$ cat src/core/nmmnu_pkg.sv
package nmmnu_pkg;

  localparam int NIB_W  = 4;
  localparam int BYTE_W = 8;
  localparam int WORD_W = 16;
  localparam int WIDE_W = 32;

  localparam logic [BYTE_W-1:0] BYTE_MOST_NEG = 8'h80;
  localparam logic [WORD_W-1:0] WORD_MOST_NEG = 16'h8000;
  localparam logic [BYTE_W-1:0] BYTE_ZERO     = 8'h00;
  localparam logic [WORD_W-1:0] WORD_ZERO     = 16'h0000;

  typedef enum logic [1:0] {
    op_nibble_move,
    op_signed_multiply,
    op_unsigned_multiply,
    op_twos_complement_op
  } nmmnu_op_t;

  typedef enum logic [1:0] {
    dir_high_to_high,
    dir_high_to_low,
    dir_low_to_high,
    dir_low_to_low
  } nmmnu_dir_t;

  typedef enum logic {
    size_byte,
    size_word
  } nmmnu_size_t;

  // destination register as named by the decoder
  typedef enum logic [1:0] {
    dst_word_reg_zero,
    dst_word_reg_one,
    dst_addr_reg_zero,
    dst_other
  } nmmnu_dreg_t;

  // where a 32-bit product lands
  typedef enum logic [1:0] {
    pair_none,
    pair_wide_pair_zero,
    pair_wide_pair_one,
    pair_addr_reg_pair
  } nmmnu_pair_t;

  typedef struct packed {
    logic overflow;
    logic sign;
    logic zero;
    logic carry;
  } nmmnu_flags_t;

  typedef struct packed {
    logic              valid;
    nmmnu_op_t         op;
    nmmnu_dir_t        dir;
    nmmnu_size_t       size;
    logic [WORD_W-1:0] src;
    logic [WORD_W-1:0] dst;
    logic              src_addr;
    logic              dst_addr;
    logic              src_r0l;
    logic              dst_r0l;
    nmmnu_dreg_t       dreg;
  } nmmnu_req_t;

  typedef struct packed {
    logic              valid;
    logic              illegal;
    logic              wide;
    nmmnu_pair_t       pair;
    logic [WIDE_W-1:0] data;
    logic              flags_we;
    nmmnu_flags_t      flags;
  } nmmnu_rsp_t;

endpackage : nmmnu_pkg

$ cat src/core/nmmnu_mult.sv
`timescale 1ns/1ps
// one extra bit per operand lets a single signed multiplier serve both variants
module nmmnu_mult #(
  parameter int W = 8
) (
  input  wire logic [W-1:0]   a_in,
  input  wire logic [W-1:0]   b_in,
  input  wire logic           signed_in,
  output logic      [2*W-1:0] prod_out
);

  logic signed [W:0]     a_x;
  logic signed [W:0]     b_x;
  logic signed [2*W+1:0] p;

  always_comb begin
    a_x      = {signed_in & a_in[W-1], a_in};
    b_x      = {signed_in & b_in[W-1], b_in};
    p        = a_x * b_x;
    prod_out = p[2*W-1:0];
  end

endmodule : nmmnu_mult

$ cat src/core/nmmnu_unit.sv
`timescale 1ns/1ps
// What this block does
// RULE1 - high-to-high puts the source upper nibble in the destination upper nibble, high-to-low in its lower nibble.
// RULE2 - low-to-high puts the source lower nibble in the destination upper nibble, low-to-low in its lower nibble.
// RULE3 - software names byte register zero-low as source or destination of every nibble move.
// RULE4 - the nibble move keeps the unwritten destination nibble and all flags.
// RULE5 - the signed multiply treats both operands as two's complement and writes their product to the destination.
// RULE6 - byte multiplies take 8-bit operands and store a 16-bit product.
// RULE7 - byte multiplies use only the low 8 bits of an address register operand.
// RULE8 - word multiplies take 16-bit operands and make a 32-bit product.
// RULE9 - a word product for word register zero, one or address register zero lands in its matching pair.
// RULE10 - software never names address registers as both operands of a byte multiply.
// RULE11 - the unsigned multiply treats both operands as plain magnitudes.
// RULE12 - multiplies leave every flag alone.
// RULE13 - negation replaces the destination with zero minus its old value.
// RULE14 - negation sets overflow only when the old value is the most negative of its size.
// RULE15 - negation sets sign from the result msb.
// RULE16 - negation sets zero when the result is zero.
// RULE17 - negation sets carry when the result is zero and clears it otherwise.
module nmmnu_unit
  import nmmnu_pkg::*;
(
  input  wire logic         clock_in,
  input  wire logic         rstn_in,
  input  wire nmmnu_req_t   req_in,
  input  wire nmmnu_flags_t flags_in,
  output nmmnu_rsp_t        rsp_out
);

  nmmnu_rsp_t              st_ff;
  nmmnu_rsp_t              nxt_st;
  logic [2*BYTE_W-1:0]     prod_b;
  logic [2*WORD_W-1:0]     prod_w;
  logic                    is_signed;
  logic [BYTE_W-1:0]       neg_b;
  logic [WORD_W-1:0]       neg_w;
  logic [NIB_W-1:0]        nib_pick;

  assign is_signed = (req_in.op == op_signed_multiply); // RULE5

  // byte path only ever sees the low byte, address registers included
  nmmnu_mult #(.W(BYTE_W)) u_mult_byte (
    .a_in      (req_in.dst[BYTE_W-1:0]), // RULE7
    .b_in      (req_in.src[BYTE_W-1:0]),
    .signed_in (is_signed),
    .prod_out  (prod_b)
  );

  nmmnu_mult #(.W(WORD_W)) u_mult_word (
    .a_in      (req_in.dst),
    .b_in      (req_in.src),
    .signed_in (is_signed),
    .prod_out  (prod_w)
  );

  always_comb begin
    neg_b = BYTE_ZERO - req_in.dst[BYTE_W-1:0]; // RULE13
    neg_w = WORD_ZERO - req_in.dst; // RULE13
  end

  always_comb begin
    nxt_st          = '0;
    nxt_st.pair     = pair_none;
    nxt_st.flags    = flags_in; // RULE4 RULE12
    nib_pick        = req_in.src[NIB_W-1:0];
    if (req_in.dir == dir_high_to_high || req_in.dir == dir_high_to_low) begin
      nib_pick = req_in.src[BYTE_W-1:NIB_W];
    end
    if (req_in.valid) begin
      case (req_in.op)
        op_nibble_move: begin
          // an illegal pairing writes nothing rather than guess a target
          if (!(req_in.src_r0l || req_in.dst_r0l)) begin // RULE3
            nxt_st.illegal = 1'b1;
          end else begin
            nxt_st.valid            = 1'b1;
            nxt_st.data[WORD_W-1:0] = req_in.dst; // RULE4
            case (req_in.dir)
              dir_high_to_high: begin
                nxt_st.data[BYTE_W-1:NIB_W] = nib_pick; // RULE1
              end
              dir_high_to_low: begin
                nxt_st.data[NIB_W-1:0] = nib_pick; // RULE1
              end
              dir_low_to_high: begin
                nxt_st.data[BYTE_W-1:NIB_W] = nib_pick; // RULE2
              end
              dir_low_to_low: begin
                nxt_st.data[NIB_W-1:0] = nib_pick; // RULE2
              end
              default: begin
                nxt_st.data[NIB_W-1:0] = nib_pick;
              end
            endcase
          end
        end
        op_signed_multiply, op_unsigned_multiply: begin
          // flags_we stays low for both multiplies
          if (req_in.size == size_byte) begin
            if (req_in.src_addr && req_in.dst_addr) begin // RULE10
              nxt_st.illegal = 1'b1;
            end else begin
              nxt_st.valid                = 1'b1;
              nxt_st.data[2*BYTE_W-1:0]   = prod_b; // RULE5 RULE6 RULE11
            end
          end else begin
            nxt_st.valid = 1'b1;
            nxt_st.wide  = 1'b1;
            nxt_st.data  = prod_w; // RULE8 RULE11
            case (req_in.dreg)
              dst_word_reg_zero: begin
                nxt_st.pair = pair_wide_pair_zero; // RULE9
              end
              dst_word_reg_one: begin
                nxt_st.pair = pair_wide_pair_one; // RULE9
              end
              dst_addr_reg_zero: begin
                nxt_st.pair = pair_addr_reg_pair; // RULE9
              end
              default: begin
                nxt_st.pair = pair_none;
              end
            endcase
          end
        end
        op_twos_complement_op: begin
          nxt_st.valid    = 1'b1;
          nxt_st.flags_we = 1'b1;
          if (req_in.size == size_byte) begin
            // upper byte passes through so a byte write never disturbs it
            nxt_st.data[WORD_W-1:0] = {req_in.dst[WORD_W-1:BYTE_W], neg_b};
            nxt_st.flags.overflow   = (req_in.dst[BYTE_W-1:0] == BYTE_MOST_NEG); // RULE14
            nxt_st.flags.sign       = neg_b[BYTE_W-1]; // RULE15
            nxt_st.flags.zero       = (neg_b == BYTE_ZERO); // RULE16
            nxt_st.flags.carry      = (neg_b == BYTE_ZERO); // RULE17
          end else begin
            nxt_st.data[WORD_W-1:0] = neg_w;
            nxt_st.flags.overflow   = (req_in.dst == WORD_MOST_NEG); // RULE14
            nxt_st.flags.sign       = neg_w[WORD_W-1]; // RULE15
            nxt_st.flags.zero       = (neg_w == WORD_ZERO); // RULE16
            nxt_st.flags.carry      = (neg_w == WORD_ZERO); // RULE17
          end
        end
        default: begin
          nxt_st.illegal = 1'b1;
        end
      endcase
    end
  end

  always_ff @(posedge clock_in or negedge rstn_in) begin
    if (!rstn_in) begin
      st_ff <= '0;
    end else begin
      st_ff <= nxt_st;
    end
  end

  assign rsp_out = st_ff;

  // request decodes shared by the checks below
  logic                    req_nib;
  logic                    req_smul;
  logic                    req_umul;
  logic                    req_neg;

  assign req_nib  = req_in.valid && (req_in.op == op_nibble_move);
  assign req_smul = req_in.valid && (req_in.op == op_signed_multiply);
  assign req_umul = req_in.valid && (req_in.op == op_unsigned_multiply);
  assign req_neg  = req_in.valid && (req_in.op == op_twos_complement_op);

  nib_hh_a: assert property (@(posedge clock_in) disable iff (!rstn_in) // RULE1
    req_in.valid && req_in.op == op_nibble_move && req_in.dir == dir_high_to_high
    && req_in.src_r0l
    |=> rsp_out.valid && rsp_out.data[7:4] == $past(req_in.src[7:4])
        && rsp_out.data[3:0] == $past(req_in.dst[3:0]))
    else $error("nibble high-to-high wrong");

  nib_hl_a: assert property (@(posedge clock_in) disable iff (!rstn_in) // RULE1
    req_in.valid && req_in.op == op_nibble_move && req_in.dir == dir_high_to_low
    && req_in.dst_r0l
    |=> rsp_out.data[3:0] == $past(req_in.src[7:4])
        && rsp_out.data[7:4] == $past(req_in.dst[7:4]))
    else $error("nibble high-to-low wrong");

  nib_lh_a: assert property (@(posedge clock_in) disable iff (!rstn_in) // RULE2
    req_in.valid && req_in.op == op_nibble_move && req_in.dir == dir_low_to_high
    && req_in.src_r0l
    |=> rsp_out.data[7:4] == $past(req_in.src[3:0])
        && rsp_out.data[3:0] == $past(req_in.dst[3:0]))
    else $error("nibble low-to-high wrong");

  nib_ll_a: assert property (@(posedge clock_in) disable iff (!rstn_in) // RULE2
    req_in.valid && req_in.op == op_nibble_move && req_in.dir == dir_low_to_low
    && req_in.dst_r0l
    |=> rsp_out.data[3:0] == $past(req_in.src[3:0])
        && rsp_out.data[15:4] == $past(req_in.dst[15:4]))
    else $error("nibble low-to-low wrong");

  nib_refuse_a: assert property (@(posedge clock_in) disable iff (!rstn_in) // RULE3
    req_nib && !req_in.src_r0l && !req_in.dst_r0l
    |=> rsp_out.illegal && !rsp_out.valid)
    else $error("illegal nibble pairing accepted");

  nib_flags_a: assert property (@(posedge clock_in) disable iff (!rstn_in) // RULE4
    req_nib |=> !rsp_out.flags_we)
    else $error("nibble move touched flags");

  nib_keep_a: assert property (@(posedge clock_in) disable iff (!rstn_in) // RULE4
    req_nib && (req_in.src_r0l || req_in.dst_r0l)
    |=> rsp_out.data[WIDE_W-1:WORD_W] == '0 && rsp_out.flags == $past(flags_in))
    else $error("nibble move disturbed other bits");

  smul_byte_a: assert property (@(posedge clock_in) disable iff (!rstn_in) // RULE5
    req_smul && req_in.size == size_byte && !req_in.src_addr
    |=> rsp_out.valid && !rsp_out.wide && rsp_out.data[15:0] ==
        16'($signed($past(req_in.src[7:0])) * $signed($past(req_in.dst[7:0]))))
    else $error("signed byte product wrong");

  addr_low_a: assert property (@(posedge clock_in) disable iff (!rstn_in) // RULE7
    req_smul && req_in.size == size_byte && req_in.src_addr && !req_in.dst_addr
    |=> rsp_out.valid && rsp_out.data[15:0] ==
        16'($signed($past(req_in.src[7:0])) * $signed($past(req_in.dst[7:0]))))
    else $error("address operand upper byte used");

  smul_word_a: assert property (@(posedge clock_in) disable iff (!rstn_in) // RULE8
    req_smul && req_in.size == size_word
    |=> rsp_out.valid && rsp_out.wide && rsp_out.data ==
        32'($signed($past(req_in.src)) * $signed($past(req_in.dst))))
    else $error("signed word product wrong");

  umul_word_a: assert property (@(posedge clock_in) disable iff (!rstn_in) // RULE11
    req_umul && req_in.size == size_word
    |=> rsp_out.wide && rsp_out.data ==
        32'($past(req_in.src)) * 32'($past(req_in.dst)))
    else $error("unsigned word product wrong");

  umul_byte_a: assert property (@(posedge clock_in) disable iff (!rstn_in) // RULE6
    req_umul && req_in.size == size_byte && !(req_in.src_addr && req_in.dst_addr)
    |=> rsp_out.valid && !rsp_out.wide && rsp_out.data ==
        32'($past(req_in.src[7:0])) * 32'($past(req_in.dst[7:0])))
    else $error("unsigned byte product wrong");

  pair_sel_a: assert property (@(posedge clock_in) disable iff (!rstn_in) // RULE9
    req_in.valid && req_in.op != op_nibble_move && req_in.op != op_twos_complement_op
    && req_in.size == size_word && req_in.dreg == dst_word_reg_one
    |=> rsp_out.pair == pair_wide_pair_one)
    else $error("word product pair wrong");

  pair_zero_a: assert property (@(posedge clock_in) disable iff (!rstn_in) // RULE9
    (req_smul || req_umul) && req_in.size == size_word && req_in.dreg == dst_word_reg_zero
    |=> rsp_out.pair == pair_wide_pair_zero)
    else $error("word product pair zero wrong");

  pair_addr_a: assert property (@(posedge clock_in) disable iff (!rstn_in) // RULE9
    (req_smul || req_umul) && req_in.size == size_word && req_in.dreg == dst_addr_reg_zero
    |=> rsp_out.pair == pair_addr_reg_pair)
    else $error("word product address pair wrong");

  mul_refuse_a: assert property (@(posedge clock_in) disable iff (!rstn_in) // RULE10
    (req_smul || req_umul) && req_in.size == size_byte
    && req_in.src_addr && req_in.dst_addr
    |=> rsp_out.illegal && !rsp_out.valid ##1 (!rsp_out.illegal || $past(req_in.valid)))
    else $error("address pair byte multiply accepted");

  mul_flags_a: assert property (@(posedge clock_in) disable iff (!rstn_in) // RULE12
    req_smul || req_umul |=> !rsp_out.flags_we)
    else $error("multiply touched flags");

  mul_keep_a: assert property (@(posedge clock_in) disable iff (!rstn_in) // RULE12
    req_smul || req_umul |=> rsp_out.flags == $past(flags_in))
    else $error("multiply changed flag value");

  neg_ovf_a: assert property (@(posedge clock_in) disable iff (!rstn_in) // RULE14
    req_neg && req_in.size == size_word
    |=> rsp_out.flags_we && rsp_out.flags.overflow == ($past(req_in.dst) == WORD_MOST_NEG))
    else $error("negate overflow wrong");

  neg_word_a: assert property (@(posedge clock_in) disable iff (!rstn_in) // RULE13
    req_neg && req_in.size == size_word
    |=> rsp_out.valid && rsp_out.flags_we && !rsp_out.wide
        && rsp_out.data == 32'(16'(~$past(req_in.dst) + 16'h0001))
        && rsp_out.flags.sign == rsp_out.data[15] // RULE15
        && rsp_out.flags.zero == ($past(req_in.dst) == WORD_ZERO) // RULE16
        && rsp_out.flags.carry == rsp_out.flags.zero) // RULE17
    else $error("negate word result or flags wrong");

  neg_flags_a: assert property (@(posedge clock_in) disable iff (!rstn_in) // RULE16
    req_neg && req_in.size == size_byte
    |=> rsp_out.flags.zero == ($past(req_in.dst[7:0]) == 8'h00)
        && rsp_out.flags.carry == rsp_out.flags.zero // RULE17
        && rsp_out.flags.sign == rsp_out.data[7] // RULE15
        && rsp_out.data[7:0] == 8'(~$past(req_in.dst[7:0]) + 8'h01)) // RULE13
    else $error("negate byte result or flags wrong");

  neg_byte_ovf_a: assert property (@(posedge clock_in) disable iff (!rstn_in) // RULE14
    req_neg && req_in.size == size_byte
    |=> rsp_out.flags.overflow == ($past(req_in.dst[7:0]) == BYTE_MOST_NEG)
        && rsp_out.data[15:8] == $past(req_in.dst[15:8])
        && rsp_out.data[31:16] == '0)
    else $error("negate byte overflow or upper byte wrong");

  idle_quiet_a: assert property (@(posedge clock_in) disable iff (!rstn_in)
    !req_in.valid |=> !rsp_out.valid && !rsp_out.illegal && !rsp_out.flags_we)
    else $error("response without request");

  neg_min_c: cover property (@(posedge clock_in) disable iff (!rstn_in)
    req_neg && req_in.dst == WORD_MOST_NEG);
  neg_zero_c: cover property (@(posedge clock_in) disable iff (!rstn_in)
    req_neg ##1 rsp_out.flags.zero);
  wide_pair_c: cover property (@(posedge clock_in) disable iff (!rstn_in)
    rsp_out.wide && rsp_out.pair == pair_addr_reg_pair);
  nib_back_c: cover property (@(posedge clock_in) disable iff (!rstn_in)
    req_nib ##1 req_smul);
  mul_refuse_c: cover property (@(posedge clock_in) disable iff (!rstn_in)
    req_umul && req_in.src_addr && req_in.dst_addr ##1 rsp_out.illegal);

endmodule : nmmnu_unit

$ cat config.mk
export PLATFORM = sky130hd
export DESIGN_NAME = nmmnu_unit
export DESIGN_NICKNAME = d
export VERILOG_FILES = /design/src/core/nmmnu_pkg.sv /design/src/core/nmmnu_mult.sv /design/src/core/nmmnu_unit.sv
export SDC_FILE = /design/constraint.sdc
export NUM_CORES = 1
export LEC_CHECK = 0
export BUFFER_PORTS_ARGS = -buffer_cell sky130_fd_sc_hd__clkbuf_2
export CAP_MARGIN = 20
export CORE_UTILIZATION = 55
export DETAILED_ROUTE_END_ITERATION = 10
export PLACE_DENSITY = 0.84
export SLEW_MARGIN = 20
export SYNTH_ARGS = -nofsm -noshare
export SYNTH_HDL_FRONTEND = slang
export SYNTH_SLANG_ARGS = --single-unit
$ cat constraint.sdc
create_clock -name clock_in -period 1.9 [get_ports clock_in]
set_clock_uncertainty 0.2 [all_clocks]
set_input_delay 0.57 -clock clock_in [delete_from_list [all_inputs] [get_ports clock_in]]
set_output_delay 0.57 -clock clock_in [all_outputs]
set_load 0.05 [all_outputs]
==> run_results.csv, run 1 <==
group,metric,value,unit
synth,syn_area,15300,um^2
placed_design,place.port_buffers,91,
die,initial_core_util,56.3,%
cts,h-tree-depth,2,
synth,synth_warnings,0,
die,ioPinCount,92,
synth,async_reset_ff_share,100,%
outcome,haltStage,"5_1_grt",
sta,endpoint_type,"register input",
grt,grt_max_degree,43,
cts,cts_buffers,5,
synth,ys_types,54,
sta,worstEndpointGrtRepair,"rsp_out[34]$_DFF_PN0_/D",
placed_design,gp_congestion,0.933,
cts,root_buffer,"clkbuf_16",
synth,synth_cells,1703,
outcome,tool.error,"[ERROR GRT-0232] Routing congestion too high. Check the congestion heatmap in the GUI.",
synth,ys_seq_area_share,6.89,%
synth,synth_edf_count,0,
synth,avgSynthCellArea,8.96,um^2
die,floorplan.rows,60,
synth,synth_seq_cells,42,
grt,overflow,115,
cts,numClockSinks,42,
synth,syn_nets,2220,
placed_design,hpwlAfterDp,38900,um
synth,synthFlopType,"dfrtp_1",
die,die_x,169,um
grt,grtUsageTotal,63.2,%
die,dieHeight,169,um
cts,clock_path_buffers,2,
outcome,outcome,"aborted with a tool error",
==> stage by stage <==
stage / hold WS (ns) / cells / utilization, % / worst slack [ns] / instance area [um^2]
CTS: 0.0564 / 2436 / 74.6 / -4.10 / 20200
detailed placement: 0.367 / 2402 / 69.7 / -4.78 / 18900
global placement: 0.358 / 2402 / 69.7 / -4.47 / 18900
floorplan: 0.0744 / 1703 / - / -4.25 / 16100
==> synth_stat cells (2+ instances only) <==
cell type | instances | area share (%)
a21o_1 | 25 | 1.2
a221oi_1 | 2 | 0.11
xor2_1 | 14 | 0.80
nor3_1 | 17 | 0.56
xnor2_1 | 44 | 2.5
clkinv_1 | 2 | 0.049
nor2_1 | 61 | 1.5
nor2b_1 | 2 | 0.082
a211oi_1 | 2 | 0.098
inv_1 | 410 | 10
o21ai_1 | 3 | 0.098
o31ai_1 | 2 | 0.098
fa_1 | 345 | 45
o21a_1 | 8 | 0.39
and2_1 | 124 | 5.1
a31oi_1 | 10 | 0.41
nand4_1 | 7 | 0.29
nand2b_1 | 10 | 0.41
clkbuf_1 | 75 | 1.8
or2_2 | 6 | 0.25
and3_1 | 17 | 0.70
a22oi_1 | 3 | 0.15
a22o_1 | 3 | 0.17
nand3b_1 | 2 | 0.098
a21oi_1 | 50 | 1.6
nand3_1 | 13 | 0.43
nand2_1 | 199 | 4.9
nor3b_1 | 3 | 0.15
o211ai_1 | 3 | 0.15
a2bb2oi_1 | 2 | 0.11
or3_1 | 6 | 0.25
mux2i_1 | 10 | 0.66
o22ai_1 | 8 | 0.33
buf_1 | 2 | 0.049
a41oi_1 | 3 | 0.17
ha_1 | 122 | 10
dfrtp_1 | 42 | 6.9
o21ai_0 | 30 | 0.98
==> routing by layer <==
| layer | global-route usage (%) | GRT overflow |
|---|---|---|
| met2 | 79.1 | 59 |
| met4 | 64.9 | 47 |
| met3 | 51.5 | 9 |
| met1 | 60.7 | 0 |
| met5 | 17.2 | 0 |
==> logic make-up after synthesis <==
logic type	count (synthesis)	synth area share (%)
buffers and inverters	489	12.0
and+or+nand+nor	472	15.0
adders and majority gates	467	55.3
AOI/OAI and AO/OA	165	6.85
xor gates and xnor gates	58	3.33
DFF	42	6.89
muxes	10	0.656
==> repair_timing <==
item                       in CTS
setup buffers                  25
pin swaps                     121
cloned                          1
hold buffers                    0
setup endpoints to repair      40
resized for setup             212
==> run 2, diff against run 1 <==
--- a/config.mk
+++ b/config.mk
@@ -7,9 +7,9 @@
 export LEC_CHECK = 0
 export BUFFER_PORTS_ARGS = -buffer_cell sky130_fd_sc_hd__clkbuf_2
 export CAP_MARGIN = 20
-export CORE_UTILIZATION = 55
+export CORE_UTILIZATION = 40
 export DETAILED_ROUTE_END_ITERATION = 10
-export PLACE_DENSITY = 0.84
+export PLACE_DENSITY_LB_ADDON = 0.15
 export SLEW_MARGIN = 20
 export SYNTH_ARGS = -nofsm -noshare
 export SYNTH_HDL_FRONTEND = slang
==> run 2 against run 1 <==
  * The flow now finishes, with violations (negative setup slack)
  * Synthesized cell count did not move
  * Area after synthesis stayed put
==> run_results.csv, run 2 <==
group,metric,value,unit
placed_design,hpwlAfterDp,39800,um
grt,grt_max_degree,43,
placed_design,place.port_buffers,91,
synth,synth_common_cells,"inv_1 (410), fa_1 (345), nand2_1 (199)",
cts,root_buffer,"clkbuf_16",
hold_path,hold_class,"in -> async",
cts,h-tree-depth,2,
layout,fin_cells,2613,
sta,holdWs,0.0489,ns
sta,max_slew.worst_pin.slew,0.488,ns
layout,final_common_cell,"inv_1",
worst_setup_path,critPathTopFamily,"adder cells",
synth,async_reset_ff_share,100,%
sta,rsz0062_at_grt,"yes",
detailed_routing,num_vias,12700,
placed_design,place_area,19300,um^2
detailed_routing,antenna_left,0,
layout,diodes,0,
placed_design,gp_congestion,0.876,
synth,synth_edf_count,0,
worst_setup_path,cp_num_buf_inv,10,
layout,stdcell_area,21200,um^2
synth,avgSynthCellArea,8.96,um^2
cts,cts_buffers,5,
grt,grtUsageTotal,25.8,%
detailed_routing,first_iter_violations,459,
detailed_routing,vias_per_cell,4.85,
sta,layout_setup_ws,-4.14,ns
detailed_routing,wl_per_cell,18.1,um
cts,numClockSinks,42,
die,die_x,197,um
worst_setup_path,cp.arrival,6.01,ns
grt,antenna_found_initial,1,
layout,nets,2618,
sta,fmax,0.166,GHz
cts,cts_tree,"built",
die,dieArea,38900,um^2
grt,overflow,0,
synth,ys_seq_area_share,6.89,%
synth,ys_types,54,
placed_design,place_inst,2570,
outcome,violations,"negative setup slack",
layout,layout_common_cells,"inv_1 (385), fa_1 (330), buf_4 (309), nand2_1 (184), and2_1 (105)",
synth,syn_nets,2220,
sta,slew_viol_final,0,
flow_run,drv_cap,0,
sta,setup_viol,34,
outcome,outcome,"finished, violations left",
grt,grt_pass1_vias,14500,
synth,yosysMostFrequentCell,"inv_1",
sta,hold_viol,0,
grt,grt_pass1_wl,76600,um
synth,synthFlopType,"dfrtp_1",
die,dieHeight,197,um
sta,maxSlewHeadroom,67.5,%
layout,layout-drive-gt1-share,33.1,%
detailed_routing,wl,47300,um
synth,yosysTopAreaCell,"fa_1",
worst_setup_path,crit_path_max_incr_delay,0.58,ns
cts,clkTransAtPathRegs,0.07,ns
worst_setup_path,required,1.87,ns
detailed_routing,drc_errors,0,
synth,synth_top_area_share,45.3,%
worst_setup_path,cp_max_fo,6,
die,floorplan.rows,71,
cts,cts_hold_buf,0,
layout,synthToLayoutAreaGrowth,39.0,%
sta,fin_setup_tns,-108.12,ns
detailed_routing,drt-pass1-iter-count,5,
worst_setup_path,crit_path_top_delay_cell,"fa_1",
synth,synth_seq_cells,42,
worst_setup_path,start_kind,"input port",
synth,synth_area_leaders,"fa_1 (45%), inv_1 (10%), ha_1 (10%)",
worst_setup_path,cpMostUsedCell,"fa_1",
cts,clock_path_buffers,2,
layout,fillers,3413,
synth,synth_warnings,0,
synth,syn_area,15300,um^2
die,core_area,37600,um^2
worst_setup_path,worstSetupPathType,"in -> reg",
die,initial_core_util,40.6,%
sta,finalCriticalPeriod,6.04,ns
die,ioPinCount,92,
layout,largest_reg_flops,42,
worst_setup_path,crit_path_end_kind,"register",
sta,period_share,318,%
synth,synth_cells,1703,
[run 2: layout make-up]
class | count | area, um^2 | area share, %
clock inverters | 2 | 12.5 | 0.0590
inverters | 412 | 1570 | 7.38
well taps | 511 | 639 | 3.01
repair buffers | 468 | 4090 | 19.3
clock buffers | 6 | 139 | 0.655
flip-flops and latches | 42 | 1050 | 4.96
multi-input cells | 1172 | 13700 | 64.7
[run 2: worst paths after layout]
| path | start | end | slack (ns) | cells after the start |
|---|---|---|---|---|
| max in group asynchronous | rstn_in | rsp_out[32]$_DFF_PN0_ | 1.24 | 2 |
| min in group clock_in | flags_in[0] | rsp_out[0]$_DFF_PN0_ | 0.28 | 2 |
| setup / recovery | req_in[42] | rsp_out[35]$_DFF_PN0_ | -4.14 | 26 |
| hold / removal | rstn_in | rsp_out[13]$_DFF_PN0_ | 0.05 | 2 |
[run 2: routing by layer]
layer	vias to the layer above	global-route usage (%)	wire, um
met5	-	0	0
met4	0	6.92	1530
met3	82	1.67	1330
met2	232	49.4	25800
met1	6472	30.8	18600
li1	5881	-	-
[run 2: what timing repair did]
item / in CTS / in global routing
pin swaps: 85 / 87
setup buffers: 29 / 11
gates cloned: 3 / 0
endpoints found under the setup margin: 40 / 38
gates resized for setup: 210 / 89
[run 2: logic make-up (layout without fill, tap and decap cells)]
group	count (synthesis)	count (layout)	synth area share [%]
compound gates	165	165	6.85
xor+xnor	58	58	3.33
fa+ha+maj	467	467	55.3
buf+inv	489	888	12.0
flops	42	42	6.89
mux	10	10	0.656
simple gates	472	472	15.0
[run 2: stage by stage]
step	setup WS [ns]	utilization, %
floorplan	-4.25	-
global placement	-4.68	51.3
detailed placement	-4.74	51.3
CTS	-4.12	55.2
global route	-4.43	56.4
finish	-4.14	56.4
Power of run 2 is left out: the tool's default activity adds up to more than one toggle a clock period on the data nets, which glitch-free logic cannot reach.
==> run 3, diff against run 2 <==
==> constraint.sdc (replaced) <==
create_clock -name clock_in -period 1.9 [get_ports clock_in]
set_clock_uncertainty 0.2 [all_clocks]
set_input_delay 0.38 -clock clock_in [delete_from_list [all_inputs] [get_ports clock_in]]
set_output_delay 0.38 -clock clock_in [all_outputs]
set_load 0.05 [all_outputs]
==> run 3 against run 2 <==
  * The run still ends with negative setup slack left
  * Cell area decreased by 2.0%
  * Fmax increased by 3.0%
  * Critical path depth decreased by 1
  * Flip-flop and latch count unchanged
  * Final cell count decreased by 0.54%
  * Wire length decreased by 3.3%
  * Utilization decreased by 1.1 points
  * Worst hold slack improved by 0.058 ns
  * Die area unchanged
  * Count of clock-buffer cells in the layout unchanged
  * Largest cell class unchanged
==> run_results.csv, run 3 (same netlist as run 2, synthesis figures left out) <==
group,metric,value,unit
layout,fillers,3436,
sta,setup_viol,34,
outcome,violations,"negative setup slack",
worst_setup_path,crit_path_end_kind,"register",
layout,synthToLayoutAreaGrowth,36.2,%
layout,layout_common_cells,"inv_1 (382), fa_1 (334), buf_4 (313), nand2_1 (178), and2_1 (106)",
layout,diodes,0,
sta,finalCriticalPeriod,5.86,ns
layout,fin_cells,2599,
layout,nets,2604,
placed_design,gp_congestion,0.890,
placed_design,place_area,19200,um^2
die,dieArea,38900,um^2
cts,cts_tree,"built",
placed_design,place_inst,2556,
sta,period_share,309,%
cts,numClockSinks,42,
sta,hold_viol,0,
cts,h-tree-depth,2,
sta,slew_viol_final,0,
worst_setup_path,required,1.86,ns
grt,grt_pass1_vias,14300,
worst_setup_path,cp.arrival,5.83,ns
detailed_routing,drt-pass1-iter-count,5,
grt,grt_pass1_wl,74100,um
grt,grtUsageTotal,24.8,%
detailed_routing,wl_per_cell,17.6,um
sta,fin_setup_tns,-99.65,ns
cts,clock_path_buffers,2,
die,core_area,37600,um^2
grt,grt_max_degree,43,
placed_design,place.port_buffers,91,
detailed_routing,num_vias,12500,
die,dieHeight,197,um
detailed_routing,first_iter_violations,442,
sta,fmax,0.171,GHz
worst_setup_path,worstSetupPathType,"in -> reg",
worst_setup_path,start_kind,"input port",
cts,root_buffer,"clkbuf_16",
placed_design,hpwlAfterDp,39400,um
die,floorplan.rows,71,
layout,stdcell_area,20800,um^2
outcome,outcome,"finished, violations left",
die,ioPinCount,92,
layout,layout-drive-gt1-share,31.8,%
cts,clkTransAtPathRegs,0.06,ns
sta,max_slew.worst_pin.slew,0.518,ns
grt,overflow,0,
cts,cts_buffers,5,
sta,layout_setup_ws,-3.96,ns
die,die_x,197,um
detailed_routing,antenna_left,0,
sta,holdWs,0.107,ns
detailed_routing,drc_errors,0,
sta,maxSlewHeadroom,65.3,%
layout,largest_reg_flops,42,
detailed_routing,wl,45700,um
flow_run,drv_cap,0,
grt,antenna_found_initial,0,
worst_setup_path,cp_max_fo,4,
sta,rsz0062_at_grt,"yes",
layout,final_common_cell,"inv_1",
hold_path,hold_class,"in -> reg",
detailed_routing,vias_per_cell,4.82,
die,initial_core_util,40.6,%
## run 3: final cells by class
cell class | count | area, um^2 | share of cell area (%)
clock inverter | 2 | 37.5 | 0.181
tap | 511 | 639 | 3.08
clock buffer | 6 | 129 | 0.620
multi-input combinational | 1172 | 13500 | 64.9
inverter | 412 | 1570 | 7.53
timing repair buffer | 454 | 3860 | 18.6
sequential | 42 | 1050 | 5.06
## run 3: stage by stage
| stage | utilization [%] | worst slack, ns |
|---|---|---|
| 2_1_floorplan | - | -4.06 |
| 3_3_place_gp | 51.0 | -4.35 |
| 3_5_place_dp | 51.0 | -4.43 |
| 4_1_cts | 54.4 | -3.93 |
| 5_1_grt | 55.3 | -4.15 |
| 6_report | 55.3 | -3.96 |
## run 3: final timing paths
check / from / end / depth (start not counted)
worst max-delay path: req_in[42] / rsp_out[33]$_DFF_PN0_ / 25
worst min-delay path: flags_in[3] / rsp_out[3]$_DFF_PN0_ / 3
max in group asynchronous: rstn_in / rsp_out[32]$_DFF_PN0_ / 3
min in group asynchronous: rstn_in / rsp_out[7]$_DFF_PN0_ / 3
## run 3: routing by layer
metal  track usage [%]  part of all wire, %  vias up  wire [um]
met2              47.3                   55      213      24900
li1                  -                    -     5850          -
met3              1.91                  2.6       82       1170
met5                 0                    0        -          0
met1              29.0                   39     6380      17800
met4              8.73                  4.0        0       1840
## run 3: repair_timing
item	CTS	global route
hold endpoints to repair	42	0
endpoints found under the setup margin	35	36
setup buffers	25	12
pin swaps	104	66
cloned	1	0
hold buffers	1	0
resized for setup	193	64
## run 3: critical path, stage by stage
cell and delay, ns:
clkbuf_16 0.13, inv_16 0.03, ha_4 0.18, and2_4 0.18, nand2_4 0.09, inv_4 0.04, fa_2 0.56, inv_2 0.07
buf_4 0.13, fa_1 0.47, inv_1 0.06, fa_2 0.53, fa_1 0.43, fa_1 0.50, inv_1 0.05, fa_1 0.47
inv_1 0.06, ha_4 0.28, nand4_1 0.11, buf_4 0.17, a211oi_4 0.25, o211ai_1 0.16, buf_4 0.17, a41oi_2 0.22
o41ai_4 0.11
Power of run 3 is left out for the same reason.
